--- src/common/dabt_pkg.sv ---
// Constants of the distortion alarm stage: register map, fields, timing.
// Assumes a 200 MHz system clock and 32-bit APB register access.
package dabt_pkg;
  // ****************************************************
  // Timing
  // ****************************************************
  localparam int CLK_MHZ        = 200;
  localparam int MS_US          = 1000;   // Time stamp step, 1 ms
  localparam int MS_CYCLES      = MS_US * CLK_MHZ;
  localparam int DLY_STEP_MS    = 5;      // Delay resolution, 0.005 s
  localparam int BLK_LEAD_MS    = 5;      // Block lead time of the source

  // ****************************************************
  // Widths and defaults
  // ****************************************************
  localparam int THD_W          = 14;     // Distortion in 0.01 % units
  localparam int DLY_W          = 19;     // Delay in 5 ms steps
  localparam int ELAP_W         = 21;     // Elapsed ms of the alarm timer
  localparam int SG_W           = 3;      // Eight setting groups
  localparam int EV_W           = 3;
  localparam int REC_DEPTH      = 12;
  localparam int REC_AW         = 4;
  localparam int REC_W          = 80;
  localparam logic [THD_W-1:0] THR_RST  = 14'h03e8;   // 10.00 %
  localparam logic [DLY_W-1:0] DLY_RST  = 19'h007d0;  // 10.000 s
  localparam logic [6:0]       HYST_PCT = 7'h61;      // Reset ratio 97 %
  localparam logic [6:0]       FULL_PCT = 7'h64;      // 100 %

  // ****************************************************
  // Register byte offsets
  // ****************************************************
  localparam logic [7:0] A_CTRL   = 8'h00;
  localparam logic [7:0] A_THR    = 8'h04;
  localparam logic [7:0] A_DLY    = 8'h08;
  localparam logic [7:0] A_STAT   = 8'h0c;
  localparam logic [7:0] A_TIME   = 8'h10;
  localparam logic [7:0] A_RSEL   = 8'h14;
  localparam logic [7:0] A_RTIME  = 8'h18;
  localparam logic [7:0] A_RINFO  = 8'h1c;
  localparam logic [7:0] A_RL12   = 8'h20;
  localparam logic [7:0] A_RL3    = 8'h24;

  // ****************************************************
  // Control fields
  // ****************************************************
  localparam int C_EN    = 0;             // alarm_path_enable
  localparam int C_FMODE = 1;             // Test forcing mode
  localparam int C_FSW   = 2;             // Software block switch
  localparam int C_FON   = 4;             // Write ON events
  localparam int C_FOFF  = 5;             // Write OFF events
  localparam int C_SG    = 8;             // Active setting group
  localparam logic [31:0] CTRL_RST = 32'h0000_0031;

  // ****************************************************
  // Event identities (distortion_event_group)
  // ****************************************************
  localparam int NEV = 6;
  localparam logic [EV_W-1:0] EV_START_ON  = 3'h0;
  localparam logic [EV_W-1:0] EV_START_OFF = 3'h1;
  localparam logic [EV_W-1:0] EV_ALARM_ON  = 3'h2;
  localparam logic [EV_W-1:0] EV_ALARM_OFF = 3'h3;
  localparam logic [EV_W-1:0] EV_BLK_ON    = 3'h4;
  localparam logic [EV_W-1:0] EV_BLK_OFF   = 3'h5;

  // Function state
  typedef enum logic [2:0] {
    ST_IDLE  = 3'b001,
    ST_START = 3'b010,
    ST_BLK   = 3'b100
  } dabt_state_t;
endpackage

--- src/rtl/dabt_rec_mem.sv ---
// Record store of the alarm stage: a small synchronous memory.
// Assumes one clock; read data appear one edge after the address.
`timescale 1ns/1ps
module dabt_rec_mem #(
  parameter int W  = dabt_pkg::REC_W,
  parameter int D  = dabt_pkg::REC_DEPTH,
  parameter int AW = dabt_pkg::REC_AW
) (
  // Clock
  input  wire logic          i_sys_clk,
  // Write port
  input  wire logic          i_we,
  input  wire logic [AW-1:0] i_waddr,
  input  wire logic [W-1:0]  i_wdata,
  // Read port
  input  wire logic [AW-1:0] i_raddr,
  output logic      [W-1:0]  o_rdata
);
  logic [W-1:0] mem [D];

  // Write store
  always_ff @(posedge i_sys_clk) begin
    if (i_we) begin
      mem[i_waddr] <= i_wdata;
    end
  end

  // Registered read, zero past the last entry
  always_ff @(posedge i_sys_clk) begin
    if (i_raddr < AW'(D)) begin
      o_rdata <= mem[i_raddr];
    end else begin
      o_rdata <= '0;
    end
  end
endmodule // dabt_rec_mem

--- src/rtl/dabt_top.sv ---
// Alarm, block check and delay timer of a phase voltage distortion
// monitor, with events and a rolling record store behind APB.
// Assumes phase values, tick and block input come from same-clock logic.
//
// The register addresses and the APB slave port are this design's own decisions.
`timescale 1ns/1ps
module dabt_top #(
  parameter int MS_CYC = dabt_pkg::MS_CYCLES
) (
  // Clock and reset
  input  wire logic                       i_sys_clk,
  input  wire logic                       i_rst,
  // APB slave
  input  wire logic                       i_psel,
  input  wire logic                       i_penable,
  input  wire logic                       i_pwrite,
  input  wire logic [7:0]                 i_paddr,
  input  wire logic [31:0]                i_pwdata,
  output logic      [31:0]                o_prdata,
  output logic                            o_pready,
  output logic                            o_pslverr,
  // Measurement and block inputs
  input  wire logic                       i_cycle_tick,
  input  wire logic                       i_block,
  input  wire logic [dabt_pkg::THD_W-1:0] i_thd_l1,
  input  wire logic [dabt_pkg::THD_W-1:0] i_thd_l2,
  input  wire logic [dabt_pkg::THD_W-1:0] i_thd_l3,
  // Function outputs
  output logic                            o_pickup,
  output logic                            o_start,
  output logic                            o_alarm,
  output logic                            o_blocked,
  output logic                            o_disp_notify,
  // Event port to the main event buffer
  output logic                            o_evt_valid,
  output logic [dabt_pkg::EV_W-1:0]       o_evt_id,
  output logic [31:0]                     o_evt_time,
  output logic [dabt_pkg::THD_W-1:0]      o_evt_l1,
  output logic [dabt_pkg::THD_W-1:0]      o_evt_l2,
  output logic [dabt_pkg::THD_W-1:0]      o_evt_l3,
  output logic [2:0]                      o_evt_fault,
  output logic [dabt_pkg::SG_W-1:0]       o_evt_sg
);
  localparam int TW = dabt_pkg::THD_W;
  localparam int MW = $clog2(MS_CYC);
  localparam int ELAP_W = dabt_pkg::ELAP_W;

  // ****************************************************
  // Declarations
  // ****************************************************
  logic [31:0]                ctrl_r;
  logic [TW-1:0]              thr_r;
  logic [dabt_pkg::DLY_W-1:0] dly_r;
  logic [31:0]                time_r;
  logic [dabt_pkg::REC_AW-1:0] rsel_r;
  logic [MW-1:0]              ms_cnt_r;
  logic                       ms_tick;
  logic [MW-1:0]              tmr_cnt_r;
  logic                       tmr_tick;
  logic                       blk_r;
  logic                       blk_src;
  logic                       pick_r;
  logic                       pick_nxt;
  logic [2:0]                 over;
  logic [2:0]                 under;
  logic [TW-1:0]              ph [3];
  logic [TW-1:0]              cap_r [3];
  logic [2:0]                 fault_r;
  dabt_pkg::dabt_state_t      st_r;
  dabt_pkg::dabt_state_t      st_nxt;
  logic [dabt_pkg::ELAP_W-1:0] elap_r;
  logic [dabt_pkg::ELAP_W-1:0] dly_ms;
  logic                       alarm_r;
  logic [2:0]                 sig;
  logic [2:0]                 sig_q_r;
  logic [dabt_pkg::NEV-1:0]   pend_r;
  logic [dabt_pkg::NEV-1:0]   pend_set;
  logic [dabt_pkg::NEV-1:0]   pend_clr;
  logic                       emit;
  logic [dabt_pkg::EV_W-1:0]  emit_id;
  logic                       emit_on;
  logic                       pass;
  logic [dabt_pkg::REC_AW-1:0] wptr_r;
  logic [dabt_pkg::REC_AW-1:0] fill_r;
  logic [dabt_pkg::REC_W-1:0] rec_wdata;
  logic [dabt_pkg::REC_W-1:0] rec_rdata;
  logic                       wr_acc;
  logic                       rd_setup;
  logic                       hit;
  logic [31:0]                rd_mux;
  logic                       en;

  // Below 97 % of threshold: v*100 < thr*97
  function automatic logic below_hyst(input logic [TW-1:0] v,
                                      input logic [TW-1:0] t);
    logic [TW+6:0] a;
    logic [TW+6:0] b;
    a = v * dabt_pkg::FULL_PCT;
    b = t * dabt_pkg::HYST_PCT;
    return a < b;
  endfunction

  // Address decode shared by write and error paths
  function automatic logic mapped(input logic [7:0] a);
    case (a)
      dabt_pkg::A_CTRL, dabt_pkg::A_THR, dabt_pkg::A_DLY,
      dabt_pkg::A_STAT, dabt_pkg::A_TIME, dabt_pkg::A_RSEL,
      dabt_pkg::A_RTIME, dabt_pkg::A_RINFO, dabt_pkg::A_RL12,
      dabt_pkg::A_RL3: return 1'b1;
      default: return 1'b0;
    endcase
  endfunction

  // ****************************************************
  // APB register access
  // ****************************************************
  assign o_pready  = 1'b1;
  assign hit       = mapped(i_paddr);
  assign wr_acc    = i_psel & i_penable & i_pwrite & hit;
  assign rd_setup  = i_psel & ~i_penable & ~i_pwrite;
  assign o_pslverr = i_psel & i_penable & ~hit;
  assign en        = ctrl_r[dabt_pkg::C_EN];

  // Control, threshold, delay and record select
  always_ff @(posedge i_sys_clk or posedge i_rst) begin
    if (i_rst) begin
      ctrl_r <= dabt_pkg::CTRL_RST;
      thr_r  <= dabt_pkg::THR_RST;
      dly_r  <= dabt_pkg::DLY_RST;
      rsel_r <= '0;
    end else if (wr_acc) begin
      case (i_paddr)
        dabt_pkg::A_CTRL: ctrl_r <= i_pwdata;
        dabt_pkg::A_THR:  thr_r  <= i_pwdata[TW-1:0];
        dabt_pkg::A_DLY:  dly_r  <= i_pwdata[dabt_pkg::DLY_W-1:0];
        dabt_pkg::A_RSEL: rsel_r <= i_pwdata[dabt_pkg::REC_AW-1:0];
        default: ;
      endcase
    end
  end

  // Read data mux
  always_comb begin
    rd_mux = '0;
    case (i_paddr)
      dabt_pkg::A_CTRL:  rd_mux = ctrl_r;
      dabt_pkg::A_THR:   rd_mux = 32'(thr_r);
      dabt_pkg::A_DLY:   rd_mux = 32'(dly_r);
      dabt_pkg::A_STAT:  rd_mux = {20'h0_0000, fill_r, 3'h0,
                                   blk_r, pick_r, sig};
      dabt_pkg::A_TIME:  rd_mux = time_r;
      dabt_pkg::A_RSEL:  rd_mux = 32'(rsel_r);
      dabt_pkg::A_RTIME: rd_mux = rec_rdata[79:48];
      dabt_pkg::A_RINFO: rd_mux = 32'(rec_rdata[47:42]);
      dabt_pkg::A_RL12:  rd_mux = {4'h0, rec_rdata[27:0]};
      dabt_pkg::A_RL3:   rd_mux = 32'(rec_rdata[41:28]);
      default:           rd_mux = '0;
    endcase
  end

  // Read data captured in the setup cycle
  always_ff @(posedge i_sys_clk or posedge i_rst) begin
    if (i_rst) begin
      o_prdata <= '0;
    end else if (rd_setup) begin
      o_prdata <= rd_mux;
    end
  end

  // ****************************************************
  // Millisecond time base
  // ****************************************************
  assign ms_tick = (ms_cnt_r == MW'(MS_CYC - 1));

  // Millisecond prescaler
  always_ff @(posedge i_sys_clk or posedge i_rst) begin
    if (i_rst) begin
      ms_cnt_r <= '0;
    end else if (ms_tick) begin
      ms_cnt_r <= '0;
    end else begin
      ms_cnt_r <= ms_cnt_r + 1'b1;
    end
  end

  always_ff @(posedge i_sys_clk or posedge i_rst) begin
    if (i_rst) begin
      time_r <= '0;
    end else if (wr_acc && i_paddr == dabt_pkg::A_TIME) begin
      time_r <= i_pwdata;
    end else if (ms_tick) begin
      time_r <= time_r + 32'h0000_0001;
    end
  end

  // ****************************************************
  // Pick-up comparator
  // ****************************************************
  assign ph[0] = i_thd_l1;
  assign ph[1] = i_thd_l2;
  assign ph[2] = i_thd_l3;

  for (genvar g = 0; g < 3; g++) begin : g_ph
    assign over[g]  = ph[g] > thr_r;
    assign under[g] = below_hyst(ph[g], thr_r);
  end

  assign pick_nxt = en & (pick_r ? ~(&under) : (|over));

  assign blk_src = ctrl_r[dabt_pkg::C_FMODE] ?
                   ctrl_r[dabt_pkg::C_FSW] : i_block;

  // block and pick-up sampled per cycle
  always_ff @(posedge i_sys_clk or posedge i_rst) begin
    if (i_rst) begin
      blk_r  <= 1'b0;
      pick_r <= 1'b0;
    end else if (i_cycle_tick) begin
      blk_r  <= blk_src;
      pick_r <= pick_nxt;
    end
  end

  // values and fault type at pick-up
  always_ff @(posedge i_sys_clk or posedge i_rst) begin
    if (i_rst) begin
      cap_r   <= '{default: '0};
      fault_r <= '0;
    end else if (i_cycle_tick && pick_nxt && !pick_r) begin
      cap_r   <= ph;
      fault_r <= over;
    end
  end

  // ****************************************************
  // Block check state machine
  // ****************************************************
  always_comb begin
    st_nxt = st_r;
    case (st_r)
      dabt_pkg::ST_IDLE: begin
        if (pick_nxt) begin
          st_nxt = blk_src ? dabt_pkg::ST_BLK : dabt_pkg::ST_START;
        end
      end
      dabt_pkg::ST_START: begin
        if (!pick_nxt) begin
          st_nxt = dabt_pkg::ST_IDLE;
        end else if (blk_src) begin
          st_nxt = dabt_pkg::ST_BLK;
        end
      end
      dabt_pkg::ST_BLK: begin
        if (!pick_nxt) begin
          st_nxt = dabt_pkg::ST_IDLE;
        end else if (!blk_src) begin
          st_nxt = dabt_pkg::ST_START;
        end
      end
      default: st_nxt = dabt_pkg::ST_IDLE;
    endcase
  end

  // State update once per processing cycle
  always_ff @(posedge i_sys_clk or posedge i_rst) begin
    if (i_rst) begin
      st_r <= dabt_pkg::ST_IDLE;
    end else if (i_cycle_tick) begin
      st_r <= st_nxt;
    end
  end

  // ****************************************************
  // Definite time alarm delay
  // ****************************************************
  // delay in 5 ms steps
  assign dly_ms = ELAP_W'(dly_r) * ELAP_W'(dabt_pkg::DLY_STEP_MS);
  assign tmr_tick = (tmr_cnt_r == MW'(MS_CYC - 1));

  // Timer prescaler restarts with start, so the delay is never short
  always_ff @(posedge i_sys_clk or posedge i_rst) begin
    if (i_rst) begin
      tmr_cnt_r <= '0;
    end else if (st_r != dabt_pkg::ST_START || tmr_tick) begin
      tmr_cnt_r <= '0;
    end else begin
      tmr_cnt_r <= tmr_cnt_r + 1'b1;
    end
  end

  always_ff @(posedge i_sys_clk or posedge i_rst) begin
    if (i_rst) begin
      elap_r <= '0;
    end else if (st_r != dabt_pkg::ST_START) begin
      elap_r <= '0;
    end else if (tmr_tick && elap_r < dly_ms) begin
      elap_r <= elap_r + 1'b1;
    end
  end

  // alarm on expiry, cleared with start
  always_ff @(posedge i_sys_clk or posedge i_rst) begin
    if (i_rst) begin
      alarm_r <= 1'b0;
    end else begin
      alarm_r <= (st_r == dabt_pkg::ST_START) && (elap_r >= dly_ms);
    end
  end

  assign o_start   = (st_r == dabt_pkg::ST_START);
  assign o_blocked = (st_r == dabt_pkg::ST_BLK);
  assign o_alarm   = alarm_r;
  assign o_pickup  = pick_r;
  assign sig       = {o_blocked, alarm_r, o_start};

  // ****************************************************
  // Event generation
  // ****************************************************
  // Previous signal levels
  always_ff @(posedge i_sys_clk or posedge i_rst) begin
    if (i_rst) begin
      sig_q_r <= '0;
    end else begin
      sig_q_r <= sig;
    end
  end

  // ON and OFF edges, only while enabled
  for (genvar s = 0; s < 3; s++) begin : g_edge
    assign pend_set[2*s]   = en & sig[s] & ~sig_q_r[s];
    assign pend_set[2*s+1] = en & ~sig[s] & sig_q_r[s];
  end

  // Lowest pending event leaves first
  always_comb begin
    emit     = 1'b0;
    emit_id  = '0;
    pend_clr = '0;
    for (int k = dabt_pkg::NEV - 1; k >= 0; k--) begin
      if (pend_r[k]) begin
        emit     = 1'b1;
        emit_id  = dabt_pkg::EV_W'(k);
        pend_clr = dabt_pkg::NEV'(1) << k;
      end
    end
  end

  // Pending events, a new edge wins over the clear
  always_ff @(posedge i_sys_clk or posedge i_rst) begin
    if (i_rst) begin
      pend_r <= '0;
    end else begin
      pend_r <= (pend_r & ~pend_clr) | pend_set;
    end
  end

  assign emit_on = ~emit_id[0];
  assign pass = emit_on ? ctrl_r[dabt_pkg::C_FON] :
                          ctrl_r[dabt_pkg::C_FOFF];

  // event with stamp and process data
  always_ff @(posedge i_sys_clk or posedge i_rst) begin
    if (i_rst) begin
      o_evt_valid   <= 1'b0;
      o_evt_id      <= '0;
      o_evt_time    <= '0;
      o_evt_l1      <= '0;
      o_evt_l2      <= '0;
      o_evt_l3      <= '0;
      o_evt_fault   <= '0;
      o_evt_sg      <= '0;
      o_disp_notify <= 1'b0;
    end else begin
      o_evt_valid   <= emit & pass;
      o_disp_notify <= emit && emit_id == dabt_pkg::EV_BLK_ON;
      if (emit) begin
        o_evt_id    <= emit_id;
        o_evt_time  <= time_r;
        o_evt_l1    <= cap_r[0];
        o_evt_l2    <= cap_r[1];
        o_evt_l3    <= cap_r[2];
        o_evt_fault <= fault_r;
        o_evt_sg    <= ctrl_r[dabt_pkg::C_SG +: dabt_pkg::SG_W];
      end
    end
  end

  // ****************************************************
  // Rolling record store
  // ****************************************************
  // time, event, group, phases
  assign rec_wdata = {time_r, emit_id,
                      ctrl_r[dabt_pkg::C_SG +: dabt_pkg::SG_W],
                      cap_r[2], cap_r[1], cap_r[0]};

  // ring of twelve, ON events only
  always_ff @(posedge i_sys_clk or posedge i_rst) begin
    if (i_rst) begin
      wptr_r <= '0;
      fill_r <= '0;
    end else if (emit && emit_on) begin
      if (wptr_r == dabt_pkg::REC_AW'(dabt_pkg::REC_DEPTH - 1)) begin
        wptr_r <= '0;
      end else begin
        wptr_r <= wptr_r + 1'b1;
      end
      if (fill_r != dabt_pkg::REC_AW'(dabt_pkg::REC_DEPTH)) begin
        fill_r <= fill_r + 1'b1;
      end
    end
  end

  // Record memory
  dabt_rec_mem u_mem (
    .i_sys_clk (i_sys_clk),
    .i_we      (emit & emit_on),
    .i_waddr   (wptr_r),
    .i_wdata   (rec_wdata),
    .i_raddr   (rsel_r),
    .o_rdata   (rec_rdata)
  );
endmodule // dabt_top

--- config.mk ---
export PLATFORM = sky130hd
export DESIGN_NAME = dabt_top
export DESIGN_NICKNAME = d
export VERILOG_FILES = /design/src/common/dabt_pkg.sv /design/src/rtl/dabt_rec_mem.sv /design/src/rtl/dabt_top.sv
export SDC_FILE = /design/constraint.sdc
export NUM_CORES = 2
export LEC_CHECK = 0
export ABC_AREA = 1
export BUFFER_PORTS_ARGS = -buffer_cell sky130_fd_sc_hd__buf_2
export CAP_MARGIN = 20
export CORE_MARGIN = 2
export CORE_UTILIZATION = 55
export CTS_CLUSTER_SIZE = 40
export DETAILED_ROUTE_END_ITERATION = 7
export GPL_TIMING_DRIVEN = 0
export HOLD_SLACK_MARGIN = 0.1
export PLACE_DENSITY = 0.72
export SLEW_MARGIN = 5
export SYNTH_ARGS = -nofsm -noshare
export SYNTH_HDL_FRONTEND = slang
export SYNTH_SLANG_ARGS = --single-unit
--- constraint.sdc ---
create_clock -name i_sys_clk -period 12.6 [get_ports i_sys_clk]
set_clock_uncertainty 0.15 [all_clocks]
set_input_delay 0.63 -clock i_sys_clk [delete_from_list [all_inputs] [get_ports i_sys_clk]]
set_output_delay 0.63 -clock i_sys_clk [all_outputs]
set_load 0.02 [all_outputs]
== Word level (Yosys, flattened, before mapping) ==
Memories as Yosys holds them, arrays and structs flattened. A register that Yosys moved wholly into a read port is not among the register bits.
Cells that the tools add are included.
Word-level totals
  bits in registers: 343
  memory bits (writable): 960
  bits of input ports: 89
  output and inout bits: 123
  word-level logic and storage cells: 168
  memories kept: 1
Cells by class
  add/sub/neg operators: 6
  $mul: 5
  magnitude comparators: 9
  eq/ne operators: 21
  multiplexer cells: 39
  bitwise operators: 35
  reduce and logical (&&, ||, !) cells: 22
Memory list
  u_mem.mem: words 12, width 80, rd ports 1, clocked after memory_dff 1, wr ports 1, RTL line dabt_rec_mem.sv:19  | logic [W-1:0] mem [D];
Operators by type and width (count)
  $pmux W32 S10: 1
  $lt A21 B21 Y1: 4
  $mux W32: 2
  $mul A14 B5 Y19 const B: 3
  $gt A14 B14 Y1: 3
  $mux W21: 2
  $add A18 B1 Y18 const B: 2
  $eq A18 B18 Y1 const B: 2
  $mux W18: 2
  $mux W3: 12
  $mux W6: 6
  $add A32 B1 Y32 const B: 1
  $eq A8 B5 Y1 const B: 4
  $add A21 B1 Y21 const B: 1
  $and A1 B1 Y1: 21
  $ge A21 B21 Y1: 1
  $mul A14 B7 Y21 const B: 1
  $mul A19 B3 Y21 const B: 1
  $eq A8 B4 Y1 const B: 2
  $eq A8 B6 Y1 const B: 2
  $mux W1: 12
  $not A1 Y1: 11
  $reduce_and A2 Y1: 5
  $reduce_or A10 Y1: 1
  other kinds (24): 35

== Depth between registers and ports, before layout ==
  depth after elaboration: 10
  gate-level depth with buffers: 32
  mapped depth without buffers: 32

== Cells and area by module ==
A second synthesis with hierarchy kept.
Unflattened totals
  cells, all modules: 6417
  area, all modules: 65653.0 um^2
By module, submodules not included
  dabt_rec_mem: instances 1, cells an instance 3180, area each 39974.6 um^2, sequential area each 30429.2 um^2
  dabt_top: instances 1, cells an instance 3237, area each 25678.4 um^2, sequential area each 8603.3 um^2

== Worst setup path after synthesis ==
OpenSTA, ideal clock, no wires.
  path kind: reg2reg
  start point: reg pend_r[3] (netlist bit)
  end point: mem u_mem.mem[10][0] (netlist bit) (enable)
  setup time: 0.617 ns
  arrival time: 6.860 ns
  data required time: 11.833 ns
  setup slack: 4.973 ns
  stages on the path, launching flop included: 9
  buffers on the path: 1
  clock period less this slack: 7.627 ns
  path through: dfrtp_1 > inv_1 > o21ai_0 > nand2_1 > a21oi_1 > nor2_1 > inv_1 > clkbuf_1 > nor3_1
Between the ends
  cells in the longest elaborated chain, start to end: 8
  elaborated cells on any way between the ends: 12
  those cells by class: mux: 10; bitwise: 2
RTL lines
  start, declared: RTL line dabt_top.sv:76  | logic [dabt_pkg::NEV-1:0] pend_r;
  start signal, assigned: RTL line dabt_top.sv:353  | pend_r <= (pend_r & ~pend_clr) | pend_set;
  $mux W3 (4 in a row): RTL line dabt_top.sv:340  | if (pend_r[k]) begin
  named net emit_id (one bit): RTL line dabt_top.sv:80  | logic [dabt_pkg::EV_W-1:0] emit_id;
  $not A1 Y1: RTL line dabt_top.sv:357  | assign emit_on = ~emit_id[0];
  $and A1 B1 Y1: RTL line dabt_top.sv:416  | .i_we (emit & emit_on),
  $mux W1: RTL line dabt_rec_mem.sv:23  | if (i_we) begin
  $mux W1 (not written as such): RTL line dabt_rec_mem.sv:24  | mem[i_waddr] <= i_wdata;
  end, declared: RTL line dabt_rec_mem.sv:19
The timed path passes the listed nets, and every way through them passes these cells.

== Worst setup path after layout ==
  start point: reg thr_r[6]
  end point: reg cap_r[32] (netlist bit)
Between the ends
  cells in the longest elaborated chain, start to end: 8
  elaborated cells on any way between the ends: 14
  those cells by class: mul: 1; order compare: 6; mux: 1; bitwise: 2; reduce/logical: 4
RTL lines
  start, declared: RTL line dabt_top.sv:52  | logic [TW-1:0] thr_r;
  start signal, assigned: RTL line dabt_top.sv:128  | thr_r <= dabt_pkg::THR_RST;
  start signal, assigned: RTL line dabt_top.sv:134  | dabt_pkg::A_THR: thr_r <= i_pwdata[TW-1:0];
  $mul A14 B7 Y21: RTL line dabt_top.sv:99  | b = t * dabt_pkg::HYST_PCT;
  $lt A21 B21 Y1: RTL line dabt_top.sv:100  | return a < b;
  $reduce_and A3 Y1: RTL line dabt_top.sv:208  | assign pick_nxt = en & (pick_r ? ~(&under) : (|over));
  $not A1 Y1: RTL line dabt_top.sv:208
  $mux W1 *: RTL line dabt_top.sv:208
  $and A1 B1 Y1 *: RTL line dabt_top.sv:208
  $logic_and A1 B1 Y1 * (2 in a row): RTL line dabt_top.sv:229  | end else if (i_cycle_tick && pick_nxt && !pick_r) begin
  end signal, assigned: RTL line dabt_top.sv:230  | cap_r <= ph;
  end, declared: RTL line dabt_top.sv:67  | logic [TW-1:0] cap_r [3];
Mark *: on every way between the ends. The rest lies on a longest branch, timed or not.
A chain may end at the register's enable or synchronous reset.

==> flow_summary.json <==
{
  "synth_edf_count": 960,
  "fin_crit_sh_pct": 47.0,
  "period_minus_slack_ps": 5920,
  "criticalPathCategory": "flop to flop",
  "drv_cap": 0,
  "p_leak_nw": 29.9,
  "ff_latch_area_um2": 39000,
  "worst_pin_slew_ps": 1250,
  "first_global_vias": 48100,
  "post-dp-hpwl_um": 155000,
  "grt_pass1_wl_um": 308000,
  "start_kind": "flop",
  "drt-initial-drc-count": 6633,
  "setup_viol": 0,
  "insertion_delay_ps": 770,
  "wl_um": 211000,
  "htree_levels": 4,
  "drc": 0,
  "wl_per_cell_um": 25.7,
  "rows": 125,
  "syn_nets": 6532,
  "worstPathRequired_ps": 13080,
  "power_switching_mw": 3.68,
  "post_cts_resized": 0,
  "muxShareOfSynthArea_pct": 0.175,
  "p_per_area_nw_per_um2": 166,
  "start_util_pct": 55.3,
  "grt_max_degree": 121,
  "hold_class": "input pin to flop",
  "p_int_mw": 8.53,
  "clock_sinks": 1383,
  "place_ws_ps": 6730,
  "cts_tree": "done",
  "max_freq_mhz": 169,
  "worstPathMaxFanout": 10,
  "relSlewSlack_pct": 16.5,
  "hold_viol": 0,
  "clockBufferDepth": 3,
  "rsz0062_at_grt": "false",
  "design.die.area_um2": 119000,
  "slew_viol_final": 0,
  "arrival_ps": 6400,
  "syn_area_per_cell_um2": 10.6,
  "seq_power_share_pct": 50.4,
  "synth_cell_types": 66,
  "grt_remaining_overflow": 0,
  "synth-adder-area-share_pct": 7.98,
  "cp-end-kind": "flop",
  "ir_drop_uv": 136,
  "drive_gt1_share_pct": 9.99,
  "yosys_register_bits": 1383,
  "path_clk_slew_ps": 60,
  "synth-seq-area-share_pct": 60.8,
  "ant_nets": 0,
  "nets": 7043,
  "root_buffer": "clkbuf_16",
  "numCtsBuffers": 140,
  "postCtsHoldBufs": 58,
  "multi_input_area_um2": 22300,
  "postCtsSetupBuffers": 0,
  "via_per_inst": 6.10,
  "ff2ff_path_depth": 27,
  "core_area_um2": 116000,
  "synth_xor_area_share_pct": 1.43,
  "io_pins": 212,
  "p_comb_share_pct": 15.4,
  "synth_warnings": 0,
  "synth_compound_area_share_pct": 10.7,
  "synth_top_family_by_area": "simple AND/OR/NAND/NOR gates",
  "dp_cells": 7888,
  "switching_share_pct": 30.1,
  "port_buffers": 210,
  "dominantRegCellSynth": "edfxtp_1",
  "setup_slack_ps": 6680,
  "outcome": "finished, final reports clean",
  "grt_use_total_pct": 35.0,
  "vias": 50000,
  "layoutNonFillerInstCount": 8205,
  "first_pass_iters": 7,
  "synth_async_sr_flop_share_pct": 24.8,
  "dieWidth_um": 346,
  "syn_area_um2": 64200,
  "num-fill-cells": 9045,
  "die_h_um": 346,
  "final_util_pct": 63.3,
  "syn2layout_area_growth_pct": 14.5,
  "gp_congestion": 0.960,
  "syn_inst": 6054,
  "hold_depth": 3,
  "synth_simple_gate_area_share_pct": 14.3,
  "antenna_found_initial": 13,
  "pwr-share-clk_pct": 34.2
}
==> cells in the mapped netlist, types with 62 or more instances <==
master / instances / area share [%]
dfrtp_1: 327 / 13
dfxtp_1: 80 / 2.5
clkbuf_1: 240 / 1.4
a21oi_1: 157 / 1.2
nor3_1: 62 / 0.48
edfxtp_1: 960 / 45
ha_1: 355 / 6.9
inv_1: 482 / 2.8
o21ai_0: 573 / 4.5
nand3_1: 308 / 2.4
o22ai_1: 197 / 1.9
nand2_1: 1194 / 7.0
nor2_1: 552 / 3.2
xor2_1: 78 / 1.1
==> routing by layer <==
metal | part of all wire (%) | wire length [um] | up-vias | global-route usage [%]
li1 | - | - | 22200 | -
met1 | 36 | 76400 | 24100 | 44.8
met2 | 45 | 95500 | 3176 | 54.6
met3 | 12 | 25300 | 609 | 8.46
met4 | 6.5 | 13700 | 12 | 20.1
met5 | 0.038 | 81 | - | 0
==> stage by stage <==
stage | total power [mW] | area [um2] | setup TNS [ps] | hold WS, ps
6_report | 12.2 | 73500 | 0 | 130
5_1_grt | 12.6 | 73500 | 0 | 116
3_5_place_dp | 8.04 | 68300 | 0 | 279
2_1_floorplan | 7.10 | 64200 | 0 | 259
4_1_cts | 12.1 | 73500 | 0 | 102
3_3_place_gp | 7.99 | 67200 | -1219960 | 268
==> registers in the layout, summed over array words and instances (netlist names), 4 cells and up <==
signal         count
o_evt_time        32
o_evt_l1          14
o_prdata          32
thr_r             14
ms_cnt_r          18
wptr_r             4
o_evt_l3          14
ctrl_r            32
dly_r             19
fill_r             4
elap_r            21
u_mem.mem        960
tmr_cnt_r         18
o_evt_l2          14
time_r            32
cap_r             42
pend_r             6
rsel_r             4
u_mem.o_rdata     80
==> final timing paths <==
path,from,end,slack (ps)
min reg2reg,sig_q_r[0],pend_r[0],300
min,i_thd_l1[10],cap_r[38],130
max,thr_r[6],cap_r[32],6680
min in group asynchronous,i_rst,elap_r[14],250
max in group asynchronous,i_rst,o_evt_l2[1],10630
max reg2reg,thr_r[6],cap_r[32],6680
==> worst max-delay path, stage by stage (launching register included) <==
cell     delay [ps]
dfstp_2         640
ha_1            270
ha_1            300
ha_1            280
inv_1            50
fa_1            500
inv_1            40
ha_1            360
a21oi_1         260
nand3_2         170
xnor2_1         590
ha_1            380
a21oi_1         140
o21a_1          130
nand3_1          80
nand2_1          60
nand2_1          50
nand4_1          80
nand2_1          50
nand2_1          50
nand2_1         120
nand2_1         100
nand2_1          60
nor2_2          190
nor2_4           90
nand3_4         240
buf_6           240
o21ai_2          70
==> cells in the final DEF, fill, tap and decap left out, types with 15 or more instances in the layout <==
cell	count
clkbuf_16	145
buf_4	55
clkbuf_1	274
dfxtp_1	80
o21ai_0	573
a221oi_1	26
dlygate4sd3_1	58
edfxtp_1	960
fa_1	34
inv_1	481
nor2_1	549
o22ai_1	197
nor3_2	15
dfstp_2	16
nor3_1	52
a31oi_1	52
clkinv_2	22
nand3_1	308
buf_2	217
dfrtp_1	327
o21ai_2	45
xor2_1	78
a21oi_1	155
xnor2_1	27
ha_1	355
buf_6	39
o211ai_1	19
nand2_1	1194
nand4_1	48
a32o_1	29
clkbuf_8	18
==> power groups by stage <==
stage          Clock (mW)  Sequential [mW]  Combinational (mW)
6_report             4.17             6.15                1.88
3_3_place_gp            0             6.31                1.68
2_1_floorplan           0             6.05                1.05
4_1_cts              4.16             6.13                1.86
5_1_grt              4.33             6.18                2.05
3_5_place_dp            0             6.21                1.83
==> logic make-up after synthesis <==
group | Yosys count
other | 1
flip-flops | 1383
AO/OA/AOI/OAI | 1172
XOR/XNOR | 105
adder cells (fa/ha/maj) | 389
multiplexers | 10
buffers and inverters | 762
AND/OR/NAND/NOR | 2232
==> area by class of cell <==
| class | count | area share, % |
|---|---|---|
| inverters | 492 | 2.52 |
| diodes | 3 | 0.0102 |
| plain buffers | 270 | 1.49 |
| multi-input cells | 3909 | 30.3 |
| well taps | 1524 | 2.59 |
| clock inverters | 55 | 0.737 |
| repair buffers | 369 | 3.71 |
| flip-flops and latches | 1383 | 53.1 |
| clock buffers | 200 | 5.48 |
(Power assumes the default switching activity.)
